===== src/core/har_defines.svh =====
// Constants for the health attribute record builder
`ifndef HAR_DEFINES_SVH
`define HAR_DEFINES_SVH

// Record placement inside the 512-byte data sector
`define HAR_REC_BASE    9'h002
`define HAR_REC_LEN     9'h00c
`define HAR_REC_COUNT   6

// Byte offsets inside one record
`define HAR_OFF_ID      4'h0
`define HAR_OFF_FLAGLO  4'h1
`define HAR_OFF_FLAGHI  4'h2
`define HAR_OFF_CUR     4'h3
`define HAR_OFF_WORST   4'h4
`define HAR_OFF_RAW     4'h5
`define HAR_OFF_RSVD    4'hb

// Attribute identifiers
`define HAR_ID_SPARE    8'hc4
`define HAR_ID_WCHIP    8'hd5
`define HAR_ID_ERASE    8'he5
`define HAR_ID_ECCTOT   8'hcb
`define HAR_ID_ECCCOR   8'hcc
`define HAR_ID_CRC      8'hc7

// Flag words and fixed values
`define HAR_FLAG_PREF   16'h0003
`define HAR_FLAG_ADV    16'h0002
`define HAR_PCT_FULL    8'h64
`define HAR_RSVD_BYTE   8'h00

`endif


===== src/core/har_pkg.sv =====
// Types shared by the health attribute record builder
package har_pkg;

    // Scan sequencer states, one-hot
    typedef enum logic [3:0] {
        HAR_ST_CHIP_GO    = 4'b0001,
        HAR_ST_CHIP_WAIT  = 4'b0010,
        HAR_ST_ERASE_GO   = 4'b0100,
        HAR_ST_ERASE_WAIT = 4'b1000
    } har_state_t;

endpackage


===== src/core/har_divider.sv =====
// Sequential restoring divider used for the percentage figures
`timescale 1ns/1ps
`default_nettype none

module har_divider #(
    parameter int W = 56
) (
    // Clock and reset
    input  wire logic         clk,
    input  wire logic         rst_b,
    // Request
    input  wire logic         start,
    input  wire logic [W-1:0] dividend,
    input  wire logic [W-1:0] divisor,
    // Result
    output logic [W-1:0]      quotient,
    output logic              done
);

    localparam int CNTW = $clog2(W + 1);

    typedef struct packed {
        logic            busy;
        logic [CNTW-1:0] cnt;
        logic [W-1:0]    quo;
        logic [W-1:0]    rem;
        logic            done;
    } har_div_state_t;

    har_div_state_t s;
    har_div_state_t next_s;

    // One quotient bit per cycle; W+1 cycles from start to done
    always_comb begin
        logic [W:0] shifted;
        logic [W:0] diff;
        shifted = {s.rem, s.quo[W-1]};
        diff    = shifted - {1'b0, divisor};
        next_s      = s;
        next_s.done = 1'b0;
        if (s.busy) begin
            next_s.quo = {s.quo[W-2:0], ~diff[W]};
            next_s.rem = diff[W] ? shifted[W-1:0] : diff[W-1:0];
            next_s.cnt = s.cnt - CNTW'(1);
            if (s.cnt == CNTW'(1)) begin
                next_s.busy = 1'b0;
                next_s.done = 1'b1;
            end
        end else if (start) begin
            next_s.busy = 1'b1;
            next_s.cnt  = CNTW'(W);
            next_s.quo  = dividend;
            next_s.rem  = '0;
        end
        if (!rst_b) begin
            next_s = '0;
        end
    end

    // State register
    always_ff @(posedge clk) begin
        s <= next_s;
    end

    assign quotient = s.quo;
    assign done     = s.done;

endmodule

`default_nettype wire


===== src/core/har_records.sv =====
// Health attribute record builder: six 12-byte records and verdict
// Notes on behaviour
// - Spare record: id c4h, flags 0003h, pre-fail and refreshed live.
// - Spare value is the minimum over chips of 100*current/initial.
// - Spare bytes 5-7 hold summed initial, 8-10 summed current counts.
// - Spare value below its threshold raises threshold-exceeded.
// - Worst-chip record: id D5h, flags 0003h, value and worst fixed 64h.
// - Worst-chip bytes 5-7 initial, 8-10 current of the fewest-spare chip.
// - Erase record: id E5h, flags 0003h, pre-fail and refreshed live.
// - Erase value estimates remaining life percent from erases per target.
// - Erase bytes 5-10 hold the estimated total block erases.
// - Erase value below its threshold raises threshold-exceeded.
// - Total ECC record: id CBh, flags 0002h, bytes 5-8 all ECC errors.
// - Correctable record: id CCh, bytes 5-8 count correctable errors only.
// - Bus CRC record: id C7h, bytes 5-8 count bus CRC errors.
// - The three error counters never affect the threshold verdict.
// - Byte 4 holds the worst value; byte 11 reads as zero.
// - Advisory counter records read 64h as value and worst value.
// - Records are consecutive 12-byte entries starting at sector byte 2.
// - Multi-byte fields are stored least significant byte first.
`timescale 1ns/1ps
`default_nettype none
`include "har_defines.svh"

module har_records #(
    parameter int NCHIPS = 4,
    parameter int CW     = 16
) (
    // Clock and reset
    input  wire logic                         clk,
    input  wire logic                         rst_b,
    // Per-chip spare block counts from firmware
    input  wire logic [NCHIPS-1:0][CW-1:0]    chipInitSpare,
    input  wire logic [NCHIPS-1:0][CW-1:0]    chipCurSpare,
    // Wear figures from firmware
    input  wire logic [47:0]                  eraseTotal,
    input  wire logic [47:0]                  eraseBudget,
    // Error events, one-cycle pulses
    input  wire logic                         eccErrEvt,
    input  wire logic                         eccErrCorrectable,
    input  wire logic                         crcErrEvt,
    // Thresholds from the threshold sector
    input  wire logic [7:0]                   spareThreshold,
    input  wire logic [7:0]                   eraseThreshold,
    // Sector byte read port
    input  wire logic                         rdReq,
    input  wire logic [8:0]                   rdAddr,
    output logic                              rdValid,
    output logic [7:0]                        rdData,
    // Return-status verdict
    output logic                              thresholdExceeded
);

    localparam int DW   = 56;
    // Index width; a single chip still needs one bit
    localparam int IDXW = (NCHIPS > 1) ? $clog2(NCHIPS) : 1;

    typedef struct packed {
        har_pkg::har_state_t st;
        logic [IDXW-1:0]     chip;
        // Running scan values
        logic [7:0]          tmpMin;
        logic [23:0]         tmpSumInit;
        logic [23:0]         tmpSumCur;
        logic [CW-1:0]       tmpWInit;
        logic [CW-1:0]       tmpWCur;
        // Published attribute values
        logic [7:0]          spareVal;
        logic [7:0]          spareWorst;
        logic [23:0]         sumInit;
        logic [23:0]         sumCur;
        logic [23:0]         wInit;
        logic [23:0]         wCur;
        logic [7:0]          lifeVal;
        logic [7:0]          lifeWorst;
        logic [47:0]         eraseRaw;
        // Error counters
        logic [31:0]         eccTotal;
        logic [31:0]         eccCorr;
        logic [31:0]         crcCnt;
        // Outputs
        logic                divStart;
        logic                rdValid;
        logic [7:0]          rdData;
        logic                verdict;
    } har_state_rec_t;

    har_state_rec_t s;
    har_state_rec_t next_s;

    logic [DW-1:0] divDividend;
    logic [DW-1:0] divDivisor;
    logic [DW-1:0] divQuotient;
    logic          divDone;

    // Saturating increment shared by all error counters
    function automatic logic [31:0] satInc(input logic [31:0] v,
                                           input logic        evt);
        satInc = v;
        if (evt && (v != 32'hffff_ffff)) begin
            satInc = v + 32'h0000_0001;
        end
    endfunction

    // Saturating 24-bit accumulate for the spare sums
    function automatic logic [23:0] satAdd(input logic [23:0] a,
                                           input logic [CW-1:0] b);
        logic [24:0] sum;
        sum = {1'b0, a} + 25'(b);
        satAdd = sum[24] ? 24'hff_ffff : sum[23:0];
    endfunction

    // Percentage clamp: a quotient above 100 reads as 100
    function automatic logic [7:0] clampPct(input logic [DW-1:0] q);
        clampPct = (q > DW'(`HAR_PCT_FULL)) ? `HAR_PCT_FULL : q[7:0];
    endfunction

    // One byte of a generic record, fields low byte first
    function automatic logic [7:0] recByte(input logic [3:0]  off,
                                           input logic [7:0]  id,
                                           input logic [15:0] flags,
                                           input logic [7:0]  cur,
                                           input logic [7:0]  worst,
                                           input logic [47:0] raw);
        logic [47:0] shifted;
        // Low offsets never use the shifted value
        shifted = raw >> (6'(off - `HAR_OFF_RAW) * 6'h08);
        recByte = `HAR_RSVD_BYTE;
        if (off == `HAR_OFF_ID) begin
            recByte = id;
        end else if (off == `HAR_OFF_FLAGLO) begin
            recByte = flags[7:0];
        end else if (off == `HAR_OFF_FLAGHI) begin
            recByte = flags[15:8];
        end else if (off == `HAR_OFF_CUR) begin
            recByte = cur;
        end else if (off == `HAR_OFF_WORST) begin
            recByte = worst;
        end else if (off >= `HAR_OFF_RAW && off < `HAR_OFF_RSVD) begin
            recByte = shifted[7:0];
        end
    endfunction

    // Divider operands follow the scan state
    always_comb begin
        if (s.st == har_pkg::HAR_ST_ERASE_GO ||
            s.st == har_pkg::HAR_ST_ERASE_WAIT) begin
            // Erase count times 100 still fits in DW
            divDividend = DW'(eraseTotal) * DW'(`HAR_PCT_FULL);
            divDivisor  = DW'(eraseBudget);
        end else begin
            divDividend = DW'(chipCurSpare[s.chip]) * DW'(`HAR_PCT_FULL);
            divDivisor  = DW'(chipInitSpare[s.chip]);
        end
    end

    har_divider #(
        .W        (DW)
    ) u_div (
        .clk      (clk),
        .rst_b    (rst_b),
        .start    (s.divStart),
        .dividend (divDividend),
        .divisor  (divDivisor),
        .quotient (divQuotient),
        .done     (divDone)
    );

    // Next state: scan sequencer, counters and read port
    always_comb begin
        logic [7:0]  pct;
        logic [7:0]  life;
        logic [8:0]  base;
        logic [3:0]  off;
        logic [2:0]  sel;
        logic        hit;
        logic [7:0]  rb;
        pct  = `HAR_PCT_FULL;
        life = `HAR_PCT_FULL;
        base = `HAR_REC_BASE;
        off  = 4'h0;
        sel  = 3'h0;
        hit  = 1'b0;
        rb   = `HAR_RSVD_BYTE;
        next_s          = s;
        next_s.divStart = 1'b0;

        // Error counters run every cycle, independent of the scan
        // A full counter stays full
        next_s.eccTotal = satInc(s.eccTotal, eccErrEvt);
        next_s.eccCorr  = satInc(s.eccCorr,
                                 eccErrEvt && eccErrCorrectable);
        next_s.crcCnt   = satInc(s.crcCnt, crcErrEvt);

        // Endless scan: every chip, then the wear estimate
        case (s.st)
            har_pkg::HAR_ST_CHIP_GO: begin
                next_s.divStart = 1'b1;
                next_s.st       = har_pkg::HAR_ST_CHIP_WAIT;
            end
            har_pkg::HAR_ST_CHIP_WAIT: begin
                if (divDone) begin
                    // A chip with no spares at all counts as full
                    if (chipInitSpare[s.chip] != '0) begin
                        pct = clampPct(divQuotient);
                    end
                    if (pct < s.tmpMin) begin
                        next_s.tmpMin = pct;
                    end
                    next_s.tmpSumInit = satAdd(s.tmpSumInit,
                                               chipInitSpare[s.chip]);
                    next_s.tmpSumCur  = satAdd(s.tmpSumCur,
                                               chipCurSpare[s.chip]);
                    // Ties keep the lower chip so the choice is stable
                    if (s.chip == '0 ||
                        chipCurSpare[s.chip] < s.tmpWCur) begin
                        next_s.tmpWInit = chipInitSpare[s.chip];
                        next_s.tmpWCur  = chipCurSpare[s.chip];
                    end
                    if (s.chip == IDXW'(NCHIPS - 1)) begin
                        next_s.st   = har_pkg::HAR_ST_ERASE_GO;
                        next_s.chip = '0;
                    end else begin
                        next_s.st   = har_pkg::HAR_ST_CHIP_GO;
                        next_s.chip = s.chip + IDXW'(1);
                    end
                end
            end
            har_pkg::HAR_ST_ERASE_GO: begin
                // Publish the finished spare scan as one consistent set
                next_s.spareVal = s.tmpMin;
                if (s.tmpMin < s.spareWorst) begin
                    next_s.spareWorst = s.tmpMin;
                end
                next_s.sumInit    = s.tmpSumInit;
                next_s.sumCur     = s.tmpSumCur;
                next_s.wInit      = 24'(s.tmpWInit);
                next_s.wCur       = 24'(s.tmpWCur);
                // Next sweep starts from full health
                next_s.tmpMin     = `HAR_PCT_FULL;
                next_s.tmpSumInit = '0;
                next_s.tmpSumCur  = '0;
                next_s.divStart   = 1'b1;
                next_s.st         = har_pkg::HAR_ST_ERASE_WAIT;
            end
            har_pkg::HAR_ST_ERASE_WAIT: begin
                if (divDone) begin
                    // Used life is clamped, so remaining never goes negative
                    if (eraseBudget != '0) begin
                        life = `HAR_PCT_FULL - clampPct(divQuotient);
                    end
                    next_s.lifeVal  = life;
                    if (life < s.lifeWorst) begin
                        next_s.lifeWorst = life;
                    end
                    next_s.eraseRaw = eraseTotal;
                    next_s.st       = har_pkg::HAR_ST_CHIP_GO;
                end
            end
            default: begin
                next_s.st = har_pkg::HAR_ST_CHIP_GO;
            end
        endcase

        // Verdict uses only the two pre-fail values, not the counters
        next_s.verdict = (s.spareVal < spareThreshold) ||
                         (s.lifeVal < eraseThreshold);

        // Locate the record and the offset within it
        // Records never overlap, so one hit at most
        for (int k = 0; k < `HAR_REC_COUNT; k++) begin
            if (rdAddr >= base &&
                rdAddr < base + `HAR_REC_LEN) begin
                hit = 1'b1;
                sel = 3'(k);
                off = 4'(rdAddr - base);
            end
            base = base + `HAR_REC_LEN;
        end

        // Byte lookup; bytes outside the records read zero here
        if (hit) begin
            case (sel)
                3'h0: rb = recByte(off, `HAR_ID_SPARE,
                                   `HAR_FLAG_PREF, s.spareVal,
                                   s.spareWorst,
                                   {s.sumCur, s.sumInit});
                3'h1: rb = recByte(off, `HAR_ID_WCHIP,
                                   `HAR_FLAG_PREF, `HAR_PCT_FULL,
                                   `HAR_PCT_FULL,
                                   {s.wCur, s.wInit});
                3'h2: rb = recByte(off, `HAR_ID_ERASE,
                                   `HAR_FLAG_PREF, s.lifeVal,
                                   s.lifeWorst, s.eraseRaw);
                3'h3: rb = recByte(off, `HAR_ID_ECCTOT,
                                   `HAR_FLAG_ADV, `HAR_PCT_FULL,
                                   `HAR_PCT_FULL,
                                   {16'h0000, s.eccTotal});
                3'h4: rb = recByte(off, `HAR_ID_ECCCOR,
                                   `HAR_FLAG_ADV, `HAR_PCT_FULL,
                                   `HAR_PCT_FULL,
                                   {16'h0000, s.eccCorr});
                3'h5: rb = recByte(off, `HAR_ID_CRC,
                                   `HAR_FLAG_ADV, `HAR_PCT_FULL,
                                   `HAR_PCT_FULL,
                                   {16'h0000, s.crcCnt});
                default: rb = `HAR_RSVD_BYTE;
            endcase
        end
        // Data is held until the next request
        next_s.rdValid = rdReq;
        if (rdReq) begin
            next_s.rdData = rb;
        end

        // Synchronous reset: values read full health until first scan
        if (!rst_b) begin
            next_s            = '0;
            next_s.st         = har_pkg::HAR_ST_CHIP_GO;
            next_s.tmpMin     = `HAR_PCT_FULL;
            next_s.spareVal   = `HAR_PCT_FULL;
            next_s.spareWorst = `HAR_PCT_FULL;
            next_s.lifeVal    = `HAR_PCT_FULL;
            next_s.lifeWorst  = `HAR_PCT_FULL;
        end
    end

    // All state held in one register
    always_ff @(posedge clk) begin
        s <= next_s;
    end

    // Outputs straight from flip-flops
    assign rdValid           = s.rdValid;
    assign rdData            = s.rdData;
    assign thresholdExceeded = s.verdict;

endmodule

`default_nettype wire


===== config.mk =====
export PLATFORM = sky130hd
export DESIGN_NAME = har_records
export DESIGN_NICKNAME = d
export VERILOG_FILES = /design/src/core/har_pkg.sv /design/src/core/har_divider.sv /design/src/core/har_records.sv
export VERILOG_INCLUDE_DIRS = /design/src /design/src/core
export SDC_FILE = /design/constraint.sdc
export NUM_CORES = 2
export LEC_CHECK = 0
export BUFFER_PORTS_ARGS = -buffer_cell sky130_fd_sc_hd__buf_4
export CAP_MARGIN = 10
export CORE_MARGIN = 5
export CORE_UTILIZATION = 62
export CTS_CLUSTER_SIZE = 14
export DETAILED_ROUTE_END_ITERATION = 12
export PLACE_DENSITY_LB_ADDON = 0.25
export SETUP_SLACK_MARGIN = 0.2
export SKIP_CTS_REPAIR_TIMING = 1
export SLEW_MARGIN = 20
export SYNTH_ARGS = -nofsm -noshare
export SYNTH_HDL_FRONTEND = slang
export SYNTH_SLANG_ARGS = --single-unit

===== constraint.sdc =====
create_clock -name clk -period 6.21 [get_ports clk]
set_input_delay 1.242 -clock clk [delete_from_list [all_inputs] [get_ports clk]]
set_output_delay 1.242 -clock clk [all_outputs]
set_load 0.1 [all_outputs]

---- Word-level counts from Yosys, hierarchy flattened ----
Cells that the tools add are included.
word-level totals
  register bits ........................... 481
  bits of input ports ..................... 255
  output and inout port bits .............. 10
  word-level logic and storage cells ...... 210
cells by class
  shifts and indexed selects .............. 6
  add/subtract/negate cells ............... 16
  bitwise logic cells ..................... 1
  muxes and demuxes ....................... 83
  multiply operators ...................... 2
  equal/unequal tests ..................... 21
  $lt $le $gt $ge ......................... 22
  reduce and logical (&&, ||, !) cells .... 31
operators by type and width
  kind                                                            count
  two-way mux 8 bit                                               45
  two-way mux 119 bit                                             2
  case mux 56 bit (2 select lines)                                1
  adder 32 x 1 -> 32 bit, second input constant                   3
  != test 32 bit, second input constant                           3
  >> shifter 32 x 6 -> 8 bit                                      3
  >> shifter 48 x 6 -> 8 bit                                      2
  two-way mux 94 bit                                              1
  binary-select mux 16 bit (select 2 bit)                         2
  subtractor 57 x 48 -> 57 bit                                    1
  greater-than comparator 56 x 7 -> 1 bit, second input constant  1
  two-way mux 56 bit                                              1
  two-way mux 55 bit                                              1
  multiplier 48 x 5 -> 53 bit, second input constant              1
  adder 24 x 16 -> 25 bit                                         2
  two-way mux 24 bit                                              2
  two-way mux 48 bit                                              1
  case mux 8 bit (6 select lines)                                 1
  nonzero test 48 bit                                             1
  less-than comparator 8 bit                                      5
  >> shifter 40 x 6 -> 8 bit                                      1
  two-way mux 16 bit                                              2
  two-way mux 32 bit                                              1
  two-way mux 4 bit                                               7
  other kinds (46)                                                92

---- Logic depth before layout (Yosys ltp) ----
  word-level depth ........................ 18
  gate-level depth with buffers ........... 21
  gate-level depth less buffers ........... 18

---- Cells and area by module ----
Synthesis repeated with hierarchy kept, for this count alone.
unflattened totals
  cells, all modules ...................... 4,817
  area, all modules ....................... 37,501.0 sq um
by module, submodules not included
  module       area an instance (sq um)  seq. area each (sq um)  instances  cells each
  har_records  28,487.3                  7,226.9                 1          3,608
  har_divider  9,013.6                   2,402.3                 1          1,209

---- Worst setup path before layout ----
OpenSTA, ideal clock, no wires.
  kind .................................... input to register
  start ................................... input rdAddr[2]
  end ..................................... register s (netlist bit rdData[2])
  setup time .............................. 0.125 ns
  stages on the path ...................... 19
  arrival ................................. 5.635 ns
  slack ................................... 0.450 ns
  required time ........................... 6.085 ns
  path buffers ............................ 8
  cells stage by stage .................... inv_1 ha_1 nand2b_1 and4_1 o21a_1 buf_2 buf_1 buf_2 buf_2 ha_1 clkbuf_1 clkbuf_1 clkbuf_1 clkbuf_1 mux4_2 a22oi_1 o221ai_1 a211oi_1 a21oi_1
between the ends
  longest elaborated chain between the ends .. 18
  elaborated cells between the ends (all ways) .. 100
  those cells by class .................... add/sub (7); order compare (14); eq/ne (9); shift (6); mux (55); reduce/logical (9)
RTL lines
  item                                                                                               line                source
  from (decl)                                                                                        har_records.sv:47   input wire logic [8:0] rdAddr,
  greater-or-equal comparator 9 x 2 -> 1 bit or less-than comparator 9 x 4 -> 1 bit (tied branches)  n/a
  logical AND 1 bit (no line)                                                                        n/a
  two-way mux 4 bit (6 in a row)                                                                     har_records.sv:272  if (rdAddr >= base &&
  subtractor 3 bit (no line) (tied with other cells)                                                 n/a
  >> shifter 32 x 6 -> 8 bit (tied with other cells)                                                 har_records.sv:127  shifted = raw >> (6'(off - `HAR_OFF_RAW) * 6'h08);
  two-way mux 8 bit                                                                                  har_records.sv:139  end else if (off >= `HAR_OFF_RAW && off < `HAR_OFF_RSVD) begin
  two-way mux 8 bit                                                                                  har_records.sv:137  end else if (off == `HAR_OFF_WORST) begin
  two-way mux 8 bit                                                                                  har_records.sv:135  end else if (off == `HAR_OFF_CUR) begin
  two-way mux 8 bit                                                                                  har_records.sv:133  end else if (off == `HAR_OFF_FLAGHI) begin
  two-way mux 8 bit                                                                                  har_records.sv:131  end else if (off == `HAR_OFF_FLAGLO) begin
  two-way mux 8 bit                                                                                  har_records.sv:129  if (off == `HAR_OFF_ID) begin
  case mux 8 bit (6 select lines)                                                                    har_records.sv:283  case (sel)
  two-way mux 8 bit *                                                                                har_records.sv:282  if (hit) begin
  to (signal assigned)                                                                               har_records.sv:330  s <= next_s;
  to (decl)                                                                                          har_records.sv:88   har_state_rec_t s;
Mark *: on every way between the ends. The rest lies on a longest branch, timed or not.
A chain may end at the register's enable or synchronous reset.

---- Worst setup path in the final report ----
  start ................................... register s[374] (netlist bit)
  end ..................................... register u_div.s[48] (netlist bit)
between the ends
  longest elaborated chain between the ends .. 6
  elaborated cells between the ends (all ways) .. 7
  those cells by class .................... add/sub (1); eq/ne (2); mux (3); reduce/logical (1)
RTL lines
  item                                                                 line                source
  equality test 4 x 3 -> 1 bit or equality test 4 bit (tied branches)  n/a
  logical OR 1 bit *                                                   har_records.sv:146  if (s.st == har_pkg::HAR_ST_ERASE_GO ||
  two-way mux 48 bit *                                                 har_records.sv:146
  subtractor 57 x 48 -> 57 bit *                                       har_divider.sv:38   diff = shifted - {1'b0, divisor};
  two-way mux 56 bit *                                                 har_divider.sv:43   next_s.rem = diff[W] ? shifted[W-1:0] : diff[W-1:0];
  two-way mux 119 bit *                                                har_divider.sv:41   if (s.busy) begin
  to (signal assigned)                                                 har_divider.sv:62   s <= next_s;
  to (decl)                                                            har_divider.sv:30   har_div_state_t s;
Marks and branches as above.

==> results by group <==
Timing
  – Slew margin rel.: 28.4%
  – Pins over their slew limit: 0
  – RSZ-0062 raised after global routing: false
  – Final worst path period need: 5550 ps
  – Final Hold Viols: 0
  – Final setup viols: 0
  – Worst Skew: 20.5 ps
  – Setup tns final: 0 ps
  – Slew @ Worst Pin: 1070 ps
  – Worst Hold Slack: 434 ps
  – Fin crit share: 89.4%
  – Max Clock Freq: 180 MHz

GRT
  – First-pass GRT wire length: 172 mm
  – Total gr overflow: 0
  – Initial antenna violation count: 2
  – Largest net degree at the start of global routing: 108
  – Number of global-route vias before repair: 32100
  – Overall Global Routing Usage: 33.5%

Yosys
  – Top post-synthesis cells by count: 615 x nand2_1, 481 x dfxtp_1, 384 x inv_1, 383 x a21oi_1, 346 x ha_1
  – Sequential area share after synthesis: 27.0%
  – Top cell type's share of synthesized area: 27.0%
  – Post-synth top area cell: dfxtp_1
  – Post-synth EDFFs: 0
  – Synth async-reset ratio: 0%
  – Syn Area/Cell: 8.02 sq um
  – Yosys warnings: 0
  – Netlist Area Pre-Place: 35700 sq um
  – Synth Register Bits: 481
  – Primary FF master, synth: dfxtp_1
  – Count leader, synth: nand2_1
  – Synth area leaders: dfxtp_1 27%, ha_1 12%, nand2_1 6.5%, a21oi_1 5.4%, inv_1 4.0%
  – Synth cell types: 91
  – Gate Count Post-Synth: 4450

Detailed routing
  – Drt initial violations: 3591
  – Residual DRC count: 0
  – TritonRoute pass-1 iters: 8
  – WL per Instance: 20.3 um
  – Routed Wire Length: 110 mm
  – Via count: 34000
  – Vias per cell: 6.29
  – ANT nets after route: 0

Die
  – Core Area: 57400 sq um
  – Die W: 250 um
  – Die area: 62500 sq um
  – I/O Pins: 265
  – Die height: 250 um
  – Initial Util: 62.2%
  – Site Rows: 88

Clocking
  – Cts bufs inserted: 50
  – CTS root buf: clkbuf_16
  – Worst skew pair latency: 610 ps
  – CTS Sinks: 481
  – Clk buf depth: 3
  – CTS tree: yes
  – Clk slew on worst S/H paths: 70 ps
  – Htree depth: 2

Final layout
  – Util after Layout: 70.0%
  – Layout cells sized above 1: 11.6%
  – ANT cells: 0
  – Layout area overhead: 12.5%
  – Fin nets: 5261

Worst setup path
  – CP Data Arrival Time: 6060 ps
  – Worst path max stage delay: 570 ps
  – Slowest-stage cell, CP: a211oi_4
  – Critical path class: reg2reg
  – CP required: 6720 ps
  – Cell Chain, Critical Path: nor2_1, a21boi_4, buf_4, mux2i_1, fa_1, a211oi_1, o21ai_0, o311ai_1, nand2_1, a31o_2, a211oi_1, nor3_1, a211oi_4, nand2_1, o21ai_0
  – Crit end category: flip-flop
  – Worst setup SP type: flip-flop
  – Crit Path Max Fanout: 23

Placement
  – Final Wtd Congestion: 1.01
  – Port buffer count: 264
  – HPWL Detailed: 83.1 mm

Worst hold path
  – Type of the tightest min-delay check: reg2reg

Run status
  – Status: completed

Power
  – PwrDens: 364 nW/um^2
  – Leak Pwr: 16.9 nW
  – Maximum vdd drop: 0.000848 V

Job
  – Max cap viols: 0
[critical path: cells and delay by family, from the launching register on]
kind	cells	cell delay (ps)
simple gates	4	1030
buf+inv	1	420
flops	1	390
mux	1	190
fa+ha+maj	1	470
compound gates	8	2960
[cell type report]
type                    instances  area [sq um]
multi-input cells            3360         23800
fillers                      4758         17200
flip-flops and latches        481          9630
repair buffers                325          2470
clock buffers                  67          1480
inverters                     385          1450
well taps                     765           957
clock inverters                25           359
[cell usage in the layout (no fill, tap or decap), drive strengths merged, types with 74 or more instances in the layout]
cell type and n:
a21o 93, a21oi 384, buf 324, dfxtp 481, ha 346, inv 387, mux2i 108, nand2 615
nand3 135, nor2 271, nor3 74, o21ai 215, xnor2 105, xor2 108
[cell families after synthesis]
family          Yosys count  synth area share (%)
simple gates           1441                  18.7
compound gates         1127                  20.2
buf+inv                 610                  6.60
flops                   481                  27.0
fa+ha+maj               404                  15.3
xor+xnor                213                  5.23
mux                     173                  6.94
other cells               1                0.0105
[through the flow]
stage | worst slack [ps] | power [mW] | instance area [sq um] | cells
finish | 661 | 14.6 | 40200 | 5408
global route | 389 | 15.5 | 40200 | 5408
CTS | 708 | 14.5 | 40100 | 5407
detailed placement | 496 | 11.1 | 38300 | 5315
global placement | 632 | 11.0 | 38300 | 5315
floorplan | 450 | 9.23 | 35700 | 4451
[power by group]
group          switching (mW)  total, mW  leakage, nW  internal [mW]
Combinational            4.34       7.78         12.2           3.44
Sequential              0.201       3.46         3.89           3.26
Clock                    1.34       3.35        0.889           2.01
Total                    5.88       14.6         16.9           8.72
[flip-flops by register name, indices dropped and copies added, names as in the netlist]
| name | flops |
|---|---|
| s | 351 |
| u_div.s | 63 |
| u_div.quotient | 56 |
| rdData | 8 |
| rdValid | 1 |
| thresholdExceeded | 1 |
| u_div.done | 1 |
[path summary, 6_finish.rpt]
path                            slack [ps]  cells past startpoint           startpoint                  endpoint
worst max-delay path                   660                     15  s[374]$_SDFFE_PN0P_  u_div.s[48]$_SDFFE_PN0P_
worst min-delay path                   430                      2  s[304]$_SDFFE_PN0P_       s[200]$_SDFFE_PN0P_
worst max register to register         660                     15  s[374]$_SDFFE_PN0P_  u_div.s[48]$_SDFFE_PN0P_
worst min register to register         430                      2  s[304]$_SDFFE_PN0P_       s[200]$_SDFFE_PN0P_
[layer usage]
metal  vias up  part of all wire (%)  wire, um  track usage (%)
met1     16100                    41     45400             46.1
met2      1564                    44     48600             52.6
met5         -                     0         0                0
met3       308                   9.2     10100             4.90
met4         0                   5.1      5630             14.9
li1      16100                     -         -                -
No activity file was read; power rests on OpenSTA's default activity.
